## src/dcm_pkg.sv

```systemverilog
/*
 * Shared constants and types for the dual coefficient multiply datapath.
 * Assumes a single clock domain and a 16-bit data memory word.
 */
package dcm_pkg;

	localparam int DCM_DATA_W = 16;  // Memory word width
	localparam int DCM_OP_W   = 17;  // Extended multiplier operand width
	localparam int DCM_PROD_W = 35;  // Product after fractional shift
	localparam int DCM_ACC_W  = 40;  // Destination accumulator width
	localparam int DCM_ADDR_W = 23;  // Word address width
	localparam int DCM_CNT_W  = 16;  // Repeat counter width
	localparam int DCM_RADR_W = 4;   // Register port address width

	// Register offsets on the plain register port
	localparam logic [DCM_RADR_W-1:0] DCM_REG_MODE   = 4'h0;
	localparam logic [DCM_RADR_W-1:0] DCM_REG_STATUS = 4'h1;
	localparam logic [DCM_RADR_W-1:0] DCM_REG_MASK   = 4'h2;

	// Mode register field positions
	localparam int DCM_MODE_FRAC = 0;  // fractional_mode
	localparam int DCM_MODE_PSAT = 1;  // product_saturate_mode
	localparam int DCM_MODE_WIDE = 2;  // wide_overflow_mode
	localparam int DCM_MODE_RDM  = 3;  // round_mode_select
	localparam int DCM_MODE_ASAT = 4;  // accum_saturate_enable
	localparam int DCM_MODE_W    = 5;

	// Status and mask field positions
	localparam int DCM_ST_OVF_LO = 0;  // Low destination overflow
	localparam int DCM_ST_OVF_HI = 1;  // High destination overflow
	localparam int DCM_ST_DONE   = 2;  // Instruction (and repeats) done
	localparam int DCM_ST_W      = 3;

	// Reset values
	localparam logic [DCM_MODE_W-1:0] DCM_MODE_RST = 5'h00;
	localparam logic [DCM_ST_W-1:0]   DCM_ST_RST   = 3'h0;
	localparam logic [DCM_ST_W-1:0]   DCM_MASK_RST = 3'h0;

	// Encoding sizes in bytes
	localparam logic [2:0] DCM_SIZE_SHORT = 3'h4;  // Single and long forms
	localparam logic [2:0] DCM_SIZE_DUAL  = 3'h5;  // Dual-operand form

	// Pointer steps
	localparam logic [DCM_ADDR_W-1:0] DCM_STEP_WORD = 23'h000001;
	localparam logic [DCM_ADDR_W-1:0] DCM_STEP_PAIR = 23'h000002;

	// Rounding and saturation constants
	localparam logic [DCM_ACC_W:0]   DCM_RND_HALF = 41'h00000008000;
	localparam logic [DCM_ACC_W-1:0] DCM_SAT_POS  = 40'h007fffffff;
	localparam logic [DCM_ACC_W-1:0] DCM_SAT_NEG  = 40'hff80000000;
	localparam logic [DCM_ACC_W-1:0] DCM_SATW_POS = 40'h7fffffffff;
	localparam logic [DCM_ACC_W-1:0] DCM_SATW_NEG = 40'h8000000000;
	localparam logic [DCM_OP_W-1:0]  DCM_OP_MIN   = 17'h18000;
	localparam logic [DCM_PROD_W-1:0] DCM_PSAT_VAL = 35'h00_7fffffff;

	typedef enum logic [1:0] {
		DCM_FORM_SINGLE = 2'b00,  // One data word shared by both multipliers
		DCM_FORM_LONG   = 2'b01,  // High/low halves of a long data word
		DCM_FORM_DUAL   = 2'b10   // Two independent data words
	} dcm_form_type;

	typedef enum logic [1:0] {
		DCM_PM_NONE = 2'b00,
		DCM_PM_INC  = 2'b01,
		DCM_PM_DEC  = 2'b10
	} dcm_post_type;

	typedef enum logic {
		DCM_ST_IDLE = 1'b0,
		DCM_ST_RUN  = 1'b1
	} dcm_state_type;

	typedef struct packed {
		dcm_state_type          st;        // Sequencer state
		logic [DCM_CNT_W-1:0]   remain;    // Repeats still to run
		dcm_form_type           form;      // Latched operand form
		dcm_post_type           xpm;       // X pointer post-modify
		dcm_post_type           ypm;       // Y pointer post-modify
		dcm_post_type           cpm;       // Coefficient pointer post-modify
		logic [DCM_ADDR_W-1:0]  xptr;      // X / data pointer
		logic [DCM_ADDR_W-1:0]  yptr;      // Y pointer
		logic [DCM_ADDR_W-1:0]  cptr;      // Coefficient pointer
		logic                   uns_data;  // Zero extend data operands
		logic                   uns_coef;  // Zero extend coefficient
		logic                   rnd;       // Round keyword
		logic                   kw40;      // Local wide overflow keyword
		logic [DCM_ACC_W-1:0]   acc_lo;    // Lower destination result
		logic [DCM_ACC_W-1:0]   acc_hi;    // Upper destination result
		logic                   ovf_lo;    // Lower overflow flag
		logic                   ovf_hi;    // Upper overflow flag
		logic                   wr;        // Results written this cycle
		logic [DCM_MODE_W-1:0]  mode;      // Mode register
		logic [DCM_ST_W-1:0]    status;    // Sticky status
		logic [DCM_ST_W-1:0]    mask;      // Interrupt mask
		logic [DCM_DATA_W-1:0]  rdata;     // Register read data
	} dcm_state_s_type;

endpackage : dcm_pkg

```

## src/dcm_mac_lane.sv

```systemverilog
/*
 * One multiplier lane: extends, multiplies, shifts, rounds, checks overflow
 * and saturates. Purely combinational; the caller registers the result.
 */
`timescale 1ns/1ps

module dcm_mac_lane
	import dcm_pkg::*;
(
	input  logic [dcm_pkg::DCM_DATA_W-1:0] data_word,   // Data operand
	input  logic [dcm_pkg::DCM_DATA_W-1:0] coeff_word,  // Coefficient operand
	input  logic                           data_uns,    // Zero extend data
	input  logic                           coeff_uns,   // Zero extend coeff
	input  logic                           frac,        // Fractional shift
	input  logic                           psat,        // Product saturate
	input  logic                           wide,        // Effective wide mode
	input  logic                           rnd_en,      // Round keyword
	input  logic                           round_mode_select,         // Round method
	input  logic                           asat,        // Accum saturate
	output logic [dcm_pkg::DCM_ACC_W-1:0]  result,      // 40-bit result
	output logic                           overflow     // Destination overflow
);

	logic signed [DCM_OP_W-1:0]   op_a;     // Extended data
	logic signed [DCM_OP_W-1:0]   op_b;     // Extended coefficient
	logic signed [2*DCM_OP_W-1:0] prod;     // Raw product
	logic [DCM_PROD_W-1:0]        shifted;  // After fractional shift
	logic [DCM_ACC_W:0]           ext;      // Sign extended, one guard bit
	logic [DCM_ACC_W:0]           rounded;  // After rounding

	// Operand extension and multiply
	always_comb begin
		op_a = {(data_uns ? 1'b0 : data_word[DCM_DATA_W-1]), data_word};
		op_b = {(coeff_uns ? 1'b0 : coeff_word[DCM_DATA_W-1]), coeff_word};
		prod = (2*DCM_OP_W)'(op_a) * (2*DCM_OP_W)'(op_b);
		// Fractional mode doubles the product
		if (frac) begin
			shifted = {prod, 1'b0};
		end else begin
			shifted = {prod[2*DCM_OP_W-1], prod};
		end
		// Only -1 * -1 in fractional mode overflows a product
		if (psat && frac && op_a == DCM_OP_MIN && op_b == DCM_OP_MIN) begin
			shifted = DCM_PSAT_VAL;
		end
	end

	// Extension, rounding, overflow check and saturation
	always_comb begin
		ext     = {{(DCM_ACC_W+1-DCM_PROD_W){shifted[DCM_PROD_W-1]}}, shifted};
		rounded = ext;
		if (rnd_en) begin
			rounded = ext + DCM_RND_HALF;
			// Unbiased method: exact half rounds to even
			if (round_mode_select && ext[15:0] == 16'h8000) begin
				rounded[16] = 1'b0;
			end
			rounded[15:0] = 16'h0000;
		end
		// Narrow mode watches bits 40..31, wide mode the guard bit
		if (wide) begin
			overflow = rounded[DCM_ACC_W] ^ rounded[DCM_ACC_W-1];
		end else begin
			overflow = !(&rounded[DCM_ACC_W:31] || ~|rounded[DCM_ACC_W:31]);
		end
		result = rounded[DCM_ACC_W-1:0];
		if (overflow && asat) begin
			if (wide) begin
				result = rounded[DCM_ACC_W] ? DCM_SATW_NEG : DCM_SATW_POS;
			end else begin
				result = rounded[DCM_ACC_W] ? DCM_SAT_NEG : DCM_SAT_POS;
			end
		end
	end

endmodule : dcm_mac_lane

```

## src/dcm_datapath.sv

```systemverilog
/*
 * Dual coefficient multiply datapath: two 17x17 multipliers sharing a
 * high/low coefficient pair, with repeat, pointer stepping and registers.
 * Assumes memory read buses answer combinationally within the issue cycle.
 */
// Our own choices: the strobed register port and the address map.
// Notes on behaviour
// - Both products finish in one cycle
// - Single form: one word feeds both multipliers
// - Upper coefficient at address to multiplier two
// - Lower coefficient at paired address, multiplier one
// - Long form: upper data half to multiplier two
// - Long form: lower data half, paired address
// - Unsigned keyword zero extends operand
// - Fractional mode shifts product left one
// - Product saturate mode governs multiply overflow
// - Result sign extended to 40 bits
// - Round keyword rounds by selected method
// - Overflow at chosen width sets flag
// - Saturate destination when enable says so
// - 40 keyword forces wide mode locally
// - Instruction may run under single repeat
// - High/low pointers step by two
// - Dual form is five bytes long
`timescale 1ns/1ps

module dcm_datapath
	import dcm_pkg::*;
(
	input  logic                           ref_clk,          // 10 MHz clock
	input  logic                           rstn,             // Sync reset, low
	// Instruction issue
	input  logic                           op_start,         // Issue pulse
	output logic                           op_ready,         // Can accept issue
	input  dcm_pkg::dcm_form_type          op_form,          // Operand form
	input  logic [dcm_pkg::DCM_CNT_W-1:0]  repeat_count,     // Extra iterations
	input  logic                           op_uns_data,      // Unsigned data
	input  logic                           op_uns_coeff,     // Unsigned coeff
	input  logic                           op_round,         // Round keyword
	input  logic                           op_wide40,        // 40 keyword
	input  dcm_pkg::dcm_post_type          x_post,           // X post-modify
	input  dcm_pkg::dcm_post_type          y_post,           // Y post-modify
	input  dcm_pkg::dcm_post_type          coeff_post,       // Coeff post-modify
	input  logic [dcm_pkg::DCM_ADDR_W-1:0] effective_addr,   // X path address
	input  logic [dcm_pkg::DCM_ADDR_W-1:0] y_addr_in,        // Y path address
	input  logic [dcm_pkg::DCM_ADDR_W-1:0] coeff_pointer,    // C path address
	output logic [2:0]                     op_size_bytes,    // Encoding length
	output logic                           op_pairable,      // Always low
	// Memory side
	output logic                           x_rd,             // X path read
	output logic [dcm_pkg::DCM_ADDR_W-1:0] x_addr,           // X address
	output logic                           x_pair_rd,        // Paired X read
	output logic [dcm_pkg::DCM_ADDR_W-1:0] x_pair_addr,      // Paired X address
	output logic                           y_rd,             // Y path read
	output logic [dcm_pkg::DCM_ADDR_W-1:0] y_addr,           // Y address
	output logic                           coeff_rd,         // Coeff read
	output logic [dcm_pkg::DCM_ADDR_W-1:0] coeff_address_bus, // Upper coeff addr
	output logic [dcm_pkg::DCM_ADDR_W-1:0] coeff_pair_addr,  // Lower coeff addr
	input  logic [dcm_pkg::DCM_DATA_W-1:0] operand_read_bus_d, // D read bus
	input  logic [dcm_pkg::DCM_DATA_W-1:0] operand_read_bus_c, // C read bus
	input  logic [dcm_pkg::DCM_DATA_W-1:0] coeff_high_bus,   // Upper coeff data
	input  logic [dcm_pkg::DCM_DATA_W-1:0] coeff_low_bus,    // Lower coeff data
	// Results
	output logic [dcm_pkg::DCM_ACC_W-1:0]  product_dest_low,  // Lower accum
	output logic [dcm_pkg::DCM_ACC_W-1:0]  product_dest_high, // Upper accum
	output logic                           low_dest_overflow_flag,  // Lower ovf
	output logic                           high_dest_overflow_flag, // Upper ovf
	output logic                           dest_write,       // Results updated
	output logic [dcm_pkg::DCM_ADDR_W-1:0] x_ptr_out,        // Updated X ptr
	output logic [dcm_pkg::DCM_ADDR_W-1:0] y_ptr_out,        // Updated Y ptr
	output logic [dcm_pkg::DCM_ADDR_W-1:0] coeff_ptr_out,    // Updated C ptr
	// Register port
	input  logic [dcm_pkg::DCM_RADR_W-1:0] reg_addr,         // Register offset
	input  logic [dcm_pkg::DCM_DATA_W-1:0] reg_wdata,        // Write data
	input  logic                           reg_wr,           // Write strobe
	input  logic                           reg_rd,           // Read strobe
	output logic [dcm_pkg::DCM_DATA_W-1:0] reg_rdata,        // Read data, +1 cycle
	output logic                           irq               // Level interrupt
);

	import dcm_pkg::*;

	dcm_state_s_type s_q;  // Registered state
	dcm_state_s_type s_d;  // Next state

	logic                  run;         // Executing an iteration
	logic [DCM_DATA_W-1:0] lo_data;     // Multiplier one data operand
	logic [DCM_DATA_W-1:0] hi_data;     // Multiplier two data operand
	logic [DCM_ACC_W-1:0]  lane_res[2]; // Lane results, 0 low 1 high
	logic [1:0]            lane_ovf;    // Lane overflows
	logic                  wide_eff;    // Effective wide overflow mode
	logic [DCM_ADDR_W-1:0] x_step;      // X pointer step for this form
	logic [DCM_ST_W-1:0]   st_clear;    // Write-one-to-clear mask

	// Pointer post-modify helper
	function automatic logic [DCM_ADDR_W-1:0] post_mod(
		input logic [DCM_ADDR_W-1:0] ptr,
		input dcm_post_type          pm,
		input logic [DCM_ADDR_W-1:0] step
	);
		logic [DCM_ADDR_W-1:0] r;
		r = ptr;
		case (pm)
			DCM_PM_INC: r = ptr + step;
			DCM_PM_DEC: r = ptr - step;
			default:    r = ptr;
		endcase
		return r;
	endfunction : post_mod

	// Address and operand routing for the current iteration
	always_comb begin
		run               = (s_q.st == DCM_ST_RUN);
		x_addr            = s_q.xptr;
		x_pair_addr       = s_q.xptr ^ DCM_STEP_WORD;
		y_addr            = s_q.yptr;
		coeff_address_bus = s_q.cptr;
		coeff_pair_addr   = s_q.cptr ^ DCM_STEP_WORD;
		coeff_rd          = run;
		x_rd              = run;
		x_pair_rd         = run && (s_q.form == DCM_FORM_LONG);
		y_rd              = run && (s_q.form == DCM_FORM_DUAL);
		// Coefficient halves only ever live in internal memory
		case (s_q.form)
			DCM_FORM_SINGLE: begin
				lo_data = operand_read_bus_d;
				hi_data = operand_read_bus_d;
				x_step  = DCM_STEP_WORD;
			end
			DCM_FORM_LONG: begin
				lo_data = operand_read_bus_d;
				hi_data = operand_read_bus_c;
				x_step  = DCM_STEP_PAIR;
			end
			DCM_FORM_DUAL: begin
				lo_data = operand_read_bus_d;
				hi_data = operand_read_bus_c;
				x_step  = DCM_STEP_WORD;
			end
			default: begin
				lo_data = operand_read_bus_d;
				hi_data = operand_read_bus_d;
				x_step  = DCM_STEP_WORD;
			end
		endcase
		wide_eff = s_q.mode[DCM_MODE_WIDE] | s_q.kw40;
	end

	// Two identical lanes: index 0 is multiplier one, index 1 multiplier two
	for (genvar g = 0; g < 2; g++) begin : g_lane
		dcm_mac_lane u_lane (
			.data_word  ((g == 0) ? lo_data : hi_data),
			.coeff_word ((g == 0) ? coeff_low_bus : coeff_high_bus),
			.data_uns   (s_q.uns_data),
			.coeff_uns  (s_q.uns_coef),
			.frac       (s_q.mode[DCM_MODE_FRAC]),
			.psat       (s_q.mode[DCM_MODE_PSAT]),
			.wide       (wide_eff),
			.rnd_en     (s_q.rnd),
			.round_mode_select        (s_q.mode[DCM_MODE_RDM]),
			.asat       (s_q.mode[DCM_MODE_ASAT]),
			.result     (lane_res[g]),
			.overflow   (lane_ovf[g])
		);
	end

	// Next-state logic: sequencer, results and registers
	always_comb begin
		s_d      = s_q;
		s_d.wr   = 1'b0;
		st_clear = '0;
		case (s_q.st)
			DCM_ST_IDLE: begin
				// Latch the instruction and its pointers
				if (op_start) begin
					s_d.st       = DCM_ST_RUN;
					s_d.remain   = repeat_count;
					s_d.form     = op_form;
					s_d.xpm      = x_post;
					s_d.ypm      = y_post;
					s_d.cpm      = coeff_post;
					s_d.xptr     = effective_addr;
					s_d.yptr     = y_addr_in;
					s_d.cptr     = coeff_pointer;
					s_d.uns_data = op_uns_data;
					s_d.uns_coef = op_uns_coeff;
					s_d.rnd      = op_round;
					s_d.kw40     = op_wide40;
				end
			end
			DCM_ST_RUN: begin
				// One iteration per cycle; both results land on the same edge
				s_d.acc_lo = lane_res[0];
				s_d.acc_hi = lane_res[1];
				s_d.ovf_lo = lane_ovf[0];
				s_d.ovf_hi = lane_ovf[1];
				s_d.wr     = 1'b1;
				s_d.xptr   = post_mod(s_q.xptr, s_q.xpm, x_step);
				s_d.yptr   = post_mod(s_q.yptr, s_q.ypm, DCM_STEP_WORD);
				s_d.cptr   = post_mod(s_q.cptr, s_q.cpm, DCM_STEP_PAIR);
				if (s_q.remain == '0) begin
					s_d.st = DCM_ST_IDLE;
				end else begin
					s_d.remain = s_q.remain - DCM_CNT_W'(1);
				end
			end
			default: begin
				s_d.st = DCM_ST_IDLE;
			end
		endcase
		// Register writes
		if (reg_wr) begin
			case (reg_addr)
				DCM_REG_MODE:   s_d.mode = reg_wdata[DCM_MODE_W-1:0];
				DCM_REG_STATUS: st_clear = reg_wdata[DCM_ST_W-1:0];
				DCM_REG_MASK:   s_d.mask = reg_wdata[DCM_ST_W-1:0];
				default:        s_d.mode = s_q.mode;
			endcase
		end
		// Sticky status: a new event beats a clear in the same cycle
		s_d.status = s_q.status & ~st_clear;
		if (run) begin
			s_d.status[DCM_ST_OVF_LO] = s_d.status[DCM_ST_OVF_LO] | lane_ovf[0];
			s_d.status[DCM_ST_OVF_HI] = s_d.status[DCM_ST_OVF_HI] | lane_ovf[1];
			s_d.status[DCM_ST_DONE]   = s_d.status[DCM_ST_DONE] | (s_q.remain == '0);
		end
		// Register reads answer on the next cycle; holes read zero
		s_d.rdata = '0;
		if (reg_rd) begin
			case (reg_addr)
				DCM_REG_MODE:   s_d.rdata = {{(DCM_DATA_W-DCM_MODE_W){1'b0}}, s_q.mode};
				DCM_REG_STATUS: s_d.rdata = {{(DCM_DATA_W-DCM_ST_W){1'b0}}, s_q.status};
				DCM_REG_MASK:   s_d.rdata = {{(DCM_DATA_W-DCM_ST_W){1'b0}}, s_q.mask};
				default:        s_d.rdata = '0;
			endcase
		end
	end

	// State register with synchronous reset
	always_ff @(posedge ref_clk) begin
		if (!rstn) begin
			s_q        <= '0;
			s_q.st     <= DCM_ST_IDLE;
			s_q.mode   <= DCM_MODE_RST;
			s_q.status <= DCM_ST_RST;
			s_q.mask   <= DCM_MASK_RST;
		end else begin
			s_q <= s_d;
		end
	end

	// Output assignments
	always_comb begin
		op_ready                = (s_q.st == DCM_ST_IDLE);
		op_size_bytes           = (op_form == DCM_FORM_DUAL) ? DCM_SIZE_DUAL
		                                                     : DCM_SIZE_SHORT;
		op_pairable             = 1'b0;
		product_dest_low        = s_q.acc_lo;
		product_dest_high       = s_q.acc_hi;
		low_dest_overflow_flag  = s_q.ovf_lo;
		high_dest_overflow_flag = s_q.ovf_hi;
		dest_write              = s_q.wr;
		x_ptr_out               = s_q.xptr;
		y_ptr_out               = s_q.yptr;
		coeff_ptr_out           = s_q.cptr;
		reg_rdata               = s_q.rdata;
		irq                     = |(s_q.status & s_q.mask);
	end
endmodule : dcm_datapath

```

## config.mk

```make
export PLATFORM = sky130hd
export DESIGN_NAME = dcm_datapath
export DESIGN_NICKNAME = d
export VERILOG_FILES = /design/src/dcm_pkg.sv /design/src/dcm_mac_lane.sv /design/src/dcm_datapath.sv
export SDC_FILE = /design/constraint.sdc
export NUM_CORES = 2
export LEC_CHECK = 0
export ABC_AREA = 1
export BUFFER_PORTS_ARGS = -buffer_cell sky130_fd_sc_hd__buf_2
export CAP_MARGIN = 0
export CORE_MARGIN = 2
export CORE_UTILIZATION = 50
export CTS_CLUSTER_SIZE = 10
export DETAILED_ROUTE_END_ITERATION = 7
export GPL_TIMING_DRIVEN = 0
export PLACE_DENSITY = 0.7
export SLEW_MARGIN = 10
export SYNTH_ARGS = -nofsm -noshare
export SYNTH_HDL_FRONTEND = slang
export SYNTH_SLANG_ARGS = --single-unit
```

## constraint.sdc

```tcl
create_clock -name ref_clk -period 15.6 [get_ports ref_clk]
set_clock_uncertainty 0.05 [all_clocks]
set_input_delay 3.12 -clock ref_clk [delete_from_list [all_inputs] [get_ports ref_clk]]
set_output_delay 3.12 -clock ref_clk [all_outputs]
set_load 0.01 [all_outputs]
```

# After elaboration in Yosys (flattened, before gate mapping)
# Index checks and enable logic that the tools add are counted.
[totals]
register_bits = 208
word_cells = 138
[op_classes]
n_addsub = 9
mul = 2
eq_ne = 22
n_mux = 38
bitwise = 12
reduce_logical = 33
[ops]
columns = ["cell", "n"]
rows = [
  ["$mux 40", 8],
  ["$pmux 23 s2", 3],
  ["$pmux 69 s2", 1],
  ["$mux 98", 1],
  ["$mux 41", 2],
  ["$add 35x17->36 const B", 2],
  ["$mux 35", 2],
  ["$eq 17x17->1 const B", 4],
  ["$mul 17x17->34", 2],
  ["$mux 34", 2],
  ["$pmux 17 s2", 1],
  ["$eq 16x16->1 const B", 2],
  ["$mux 16", 2],
  ["$add 23x1->23 const B", 1],
  ["$add 23x2->23 const B", 1],
  ["$add 23x23->23", 1],
  ["$sub 23x1->23 const B", 1],
  ["$sub 23x2->23 const B", 1],
  ["$sub 23x23->23", 1],
  ["$reduce_and 10->1", 2],
  ["$reduce_or 10->1", 2],
  ["$logic_not 16->1", 1],
  ["$reduce_and 2->1", 8],
  ["$sub 16x1->16 const B", 1],
  ["21 further kinds", 64],
]

# Depth between registers and ports, before layout
[logic_depth]
word_depth = 19
mapped_depth = 51
mapped_depth_nobuf = 49

# Modules after synthesis
# Synthesis repeated with hierarchy kept, for this count alone.
[unflattened]
cells_unflattened = 6303
area_unflattened_um2 = 42303.1
[by_module_without_submodules]
columns = ["mod", "instances", "cells_per_inst", "area_each_um2", "seq_area_each_um2"]
rows = [
  ["dcm_datapath", 1, 2229, 14295.0, 3943.8],
  ["dcm_mac_lane (g_lane[1].u_lane)", 1, 2089, 14139.8, 0.0],
  ["dcm_mac_lane (g_lane[0].u_lane)", 1, 1985, 13868.3, 0.0],
]

# Least setup slack after synthesis
# No wires, ideal clock.
[synth_path]
kind = "input-to-reg"
start = "input port operand_read_bus_d[15] (netlist bit)"
end = "register s_q (netlist bit product_dest_high[28])"
arrival_ns = 10.054
t_required_ns = 15.441
setup_slack_ns = 5.387
stages = 38
path_cell_list = "buf_2 > nand2_1 > o21a_1 > nor2_1 > inv_1 > nor2_1 > inv_1 > fa_1 > fa_1 > inv_1 > fa_1 > fa_1 > fa_1 > inv_1 > fa_1 > inv_1 > ha_1 > nand2_1 > (+2 left out) > nor2_1 > nand3_1 > nand4_1 > nand3_1 > nand3_2 > nand2_1 > nor2_1 > and2_1 > nand3_1 > o21ai_2 > nor2_1 > a21oi_4 > nand3_2 > buf_2 > nand3_1 > nand2_1 > nand2_1 > inv_1"
[synth_via]
elab_chain_cells = 15
elab_cells_between_ends = 22
classes_between = "1 x add/sub; 1 x mul; 1 x eq/ne; 10 x mux; 1 x bitwise; 8 x reduce/logical"
[synth_rtl]
columns = ["element", "line", "rtl"]
rows = [
  ["start: declaration", "dcm_datapath.sv:59", "input logic [dcm_pkg::DCM_DATA_W-1:0] operand_read_bus_d,"],
  ["$mux 16 *", "dcm_datapath.sv:124", "case (s_q.form)"],
  ["parallel branches: the longest is 4 deep, another holds $mul 17x17->34", "--", ""],
  ["$mux 35 *", "dcm_mac_lane.sv:43", "if (psat && frac && op_a == DCM_OP_MIN && op_b == DCM_OP_MIN) begin"],
  ["$add 35x17->36", "dcm_mac_lane.sv:53", "rounded = ext + DCM_RND_HALF;"],
  ["$mux 41 *", "dcm_mac_lane.sv:52", "if (rnd_en) begin"],
  ["$reduce_or 10->1", "dcm_mac_lane.sv:64", "overflow = !(&rounded[DCM_ACC_W:31] || ~|rounded[DCM_ACC_W:31]);"],
  ["$logic_not 1->1", "dcm_mac_lane.sv:64", ""],
  ["$logic_or 1x1->1", "dcm_mac_lane.sv:64", ""],
  ["$logic_not 1->1", "dcm_mac_lane.sv:64", ""],
  ["$mux 1", "dcm_mac_lane.sv:61", "if (wide) begin"],
  ["$logic_and 1x1->1", "dcm_mac_lane.sv:67", "if (overflow && asat) begin"],
  ["$mux 40 *", "dcm_mac_lane.sv:67", ""],
  ["end: declaration", "dcm_datapath.sv:83", "dcm_state_s_type s_q;"],
]
# Mark *: on every way between the ends.
# A chain may end at the register's enable or synchronous reset.

# Final worst setup path
[layout_path]
start = "input port operand_read_bus_d[15] (netlist bit)"
end = "register s_q (netlist bit product_dest_high[1])"
# Same word-level chain as after synthesis.

==> flow_summary.json <==
{
  "cts_buffers": 17,
  "place_congestion": 0.9768,
  "fin_crit_ns": 11.96,
  "cts_tree": "done",
  "die-area_sq_um": 80680,
  "cpPeakStageDelay_ns": 0.79,
  "crit_slowest_cell": "nor2_1",
  "drv_slew": 0,
  "hold_class": "reg -> reg",
  "die_y_um": 284.1,
  "worst_ep_arrival_time_ns": 12.26,
  "path_clk_slew_ns": 0.07,
  "synth_top_area_share_pct": 30.38,
  "cts_buffer_depth": 2,
  "slew_headroom_pct": 24.62,
  "finalNetCount": 7069,
  "first_pass_iters": 5,
  "setup_tns_ns": 0,
  "synth.distinct_cells": 57,
  "synth.area.top_cells": "fa_1 (30%), nand2_1 (13%), inv_1 (11%)",
  "syn-cell-area_sq_um": 39210,
  "wl_per_cell_um": 18.05,
  "worstMarginPinSlew_ns": 1.120,
  "ant_nets": 0,
  "initial_core_util_pct": 50.54,
  "register_area_sq_um": 3824,
  "critPathCaptureType": "register",
  "drt-initial-drc-count": 3051,
  "clockRootBuffer": "clkbuf_16",
  "num_rows": 102,
  "ys_seq_area_share_pct": 9.751,
  "dp_hpwl_um": 109100,
  "grtUsageTotal_pct": 31.74,
  "status": "completed",
  "finalCritPeriodShare_pct": 76.70,
  "portBuffers": 417,
  "cts_hold_buf": 0,
  "post-place-ws_ns": 3.448,
  "synth_commonest_cells": "nand2_1 (1372), inv_1 (1180), fa_1 (595)",
  "vias_per_cell": 5.180,
  "cp_data_required_time_ns": 15.90,
  "vias": 36790,
  "clk-insertion-delay-late_ns": 0.46,
  "grt_max_degree": 21,
  "cts-resized-gates": 0,
  "multi_input_area_sq_um": 28010,
  "synth_flop_cell": "dfxtp_1",
  "synthArstFlopShare_pct": 0,
  "clock_sinks": 191,
  "post_cts_buffers": 0,
  "rsz0062_at_grt": "false",
  "max_cap_viol_count": 0,
  "grt_overflow_total": 0,
  "clock.fmax_mhz": 83.58,
  "layout-drive-gt1-share_pct": 13.36,
  "io_pins": 479,
  "worst_slack_ns": 3.635,
  "synth_warnings": 0,
  "antenna_found_initial": 2,
  "hold_viol": 0,
  "die_w_um": 284.1,
  "cp-start-kind": "input pin",
  "fillCellCount": 7828,
  "core_area_sq_um": 77590,
  "wl_um": 128200,
  "synthCells": 5599,
  "grt_pass1_wl_um": 200500,
  "criticalPathCategory": "in -> reg",
  "cts_max_level": 4,
  "route.detailed.drc": 0,
  "yosys.area.top_type": "fa_1",
  "crit_top_cell": "inv_1",
  "synth-edff-count": 0,
  "area_growth_pct": 10.39,
  "critPathMaxFanout": 10,
  "yosysMostFrequentCell": "nand2_1",
  "syn_avg_cell_area_sq_um": 7.004,
  "ys_seq_elements": 191,
  "setup_violations": 0,
  "grt_pass1_vias": 36430
}
[worst paths after layout]
| path | start | to | slack, ns | depth (start not counted) |
|---|---|---|---|---|
| setup / recovery | operand_read_bus_d[15] | product_dest_high[1] | 3.64 | 38 |
| hold / removal | product_dest_low[14] | product_dest_low[14] | 0.42 | 2 |
| setup reg to reg | s_q[189] | product_dest_high[1] | 5.29 | 40 |
| hold reg to reg | product_dest_low[14] | product_dest_low[14] | 0.42 | 2 |
[final cells by class]
class	instances	area share, %
Multi-Input combinational cell	3744	64.71
Inverter	1194	10.36
Sequential cell	191	8.833
Buffer	482	6.810
Timing Repair Buffer	420	4.917
Tap cell	1040	3.006
Clock buffer	22	1.049
Clock inverter	9	0.3122
Antenna cell	1	0.005781
[stage by stage]
| stage | hold WS, ns | instance area [sq um] | utilization, % | instances |
|---|---|---|---|---|
| 2_1_floorplan | 0.3942 | 39260 | - | 5611 |
| 3_3_place_gp | 0.4035 | 42650 | 54.96 | 7068 |
| 3_5_place_dp | 0.4067 | 42700 | 55.02 | 7071 |
| 4_1_cts | 0.4171 | 43290 | 55.78 | 7102 |
| 5_1_grt | 0.4336 | 43290 | 55.79 | 7103 |
| 6_report | 0.4152 | 43290 | 55.79 | 7103 |
[cells in the final DEF (no fill, tap or decap), drive strengths merged, types with 3 or more instances in the layout]
master,n
o21a,14
clkinvlp,3
dfxtp,191
and2,11
nor4,18
xnor2,31
nand3b,13
ha,238
a31oi,70
a21o,4
buf,747
clkinv,10
nand3,309
xor2,28
o21bai,6
a221oi,6
nand4,57
or2,15
o21ai,141
a32o,4
nor2,494
o211ai,24
bufinv,3
a22oi,7
conb,14
a21boi,14
a21oi,216
inv,1187
nor3,25
nand2,1374
clkbuf,177
o31ai,5
fa,595
a211oi,3
[critical path, delay by kind of cell]
family | cells | cell delay (ns)
adders and majority gates | 7 | 3.40
AOI/OAI and AO/OA | 3 | 0.72
and+or+nand+nor | 19 | 3.54
buffers and inverters | 9 | 1.46
[cells by family after synthesis]
family | Yosys count | share of synthesized area [%]
adders and majority gates | 833 | 37.97
and+or+nand+nor | 2320 | 24.39
AOI/OAI and AO/OA | 518 | 7.600
DFF | 191 | 9.751
other | 2 | 0.01915
xor gates and xnor gates | 59 | 1.318
buffers and inverters | 1676 | 18.95
[sequential cells by signal (all words and copies together) (netlist names)]
register                 cells
coeff_address_bus           23
coeff_rd                     1
dest_write                   1
high_dest_overflow_flag      1
low_dest_overflow_flag       1
product_dest_high           37
product_dest_low            37
reg_rdata                    5
s_q                         39
x_addr                      23
y_addr                      23
[per-layer routing]
layer,track usage (%),vias up,part of all wire (%)
li1,-,17530,-
met3,3.836,276,6.4
met1,41.49,17720,42
met2,53.29,1269,47
met4,13.36,0,4.7
met5,0,-,0
Power is not shown: default switching activity piles up to over one toggle a cycle in this logic, so the estimate is an artifact.
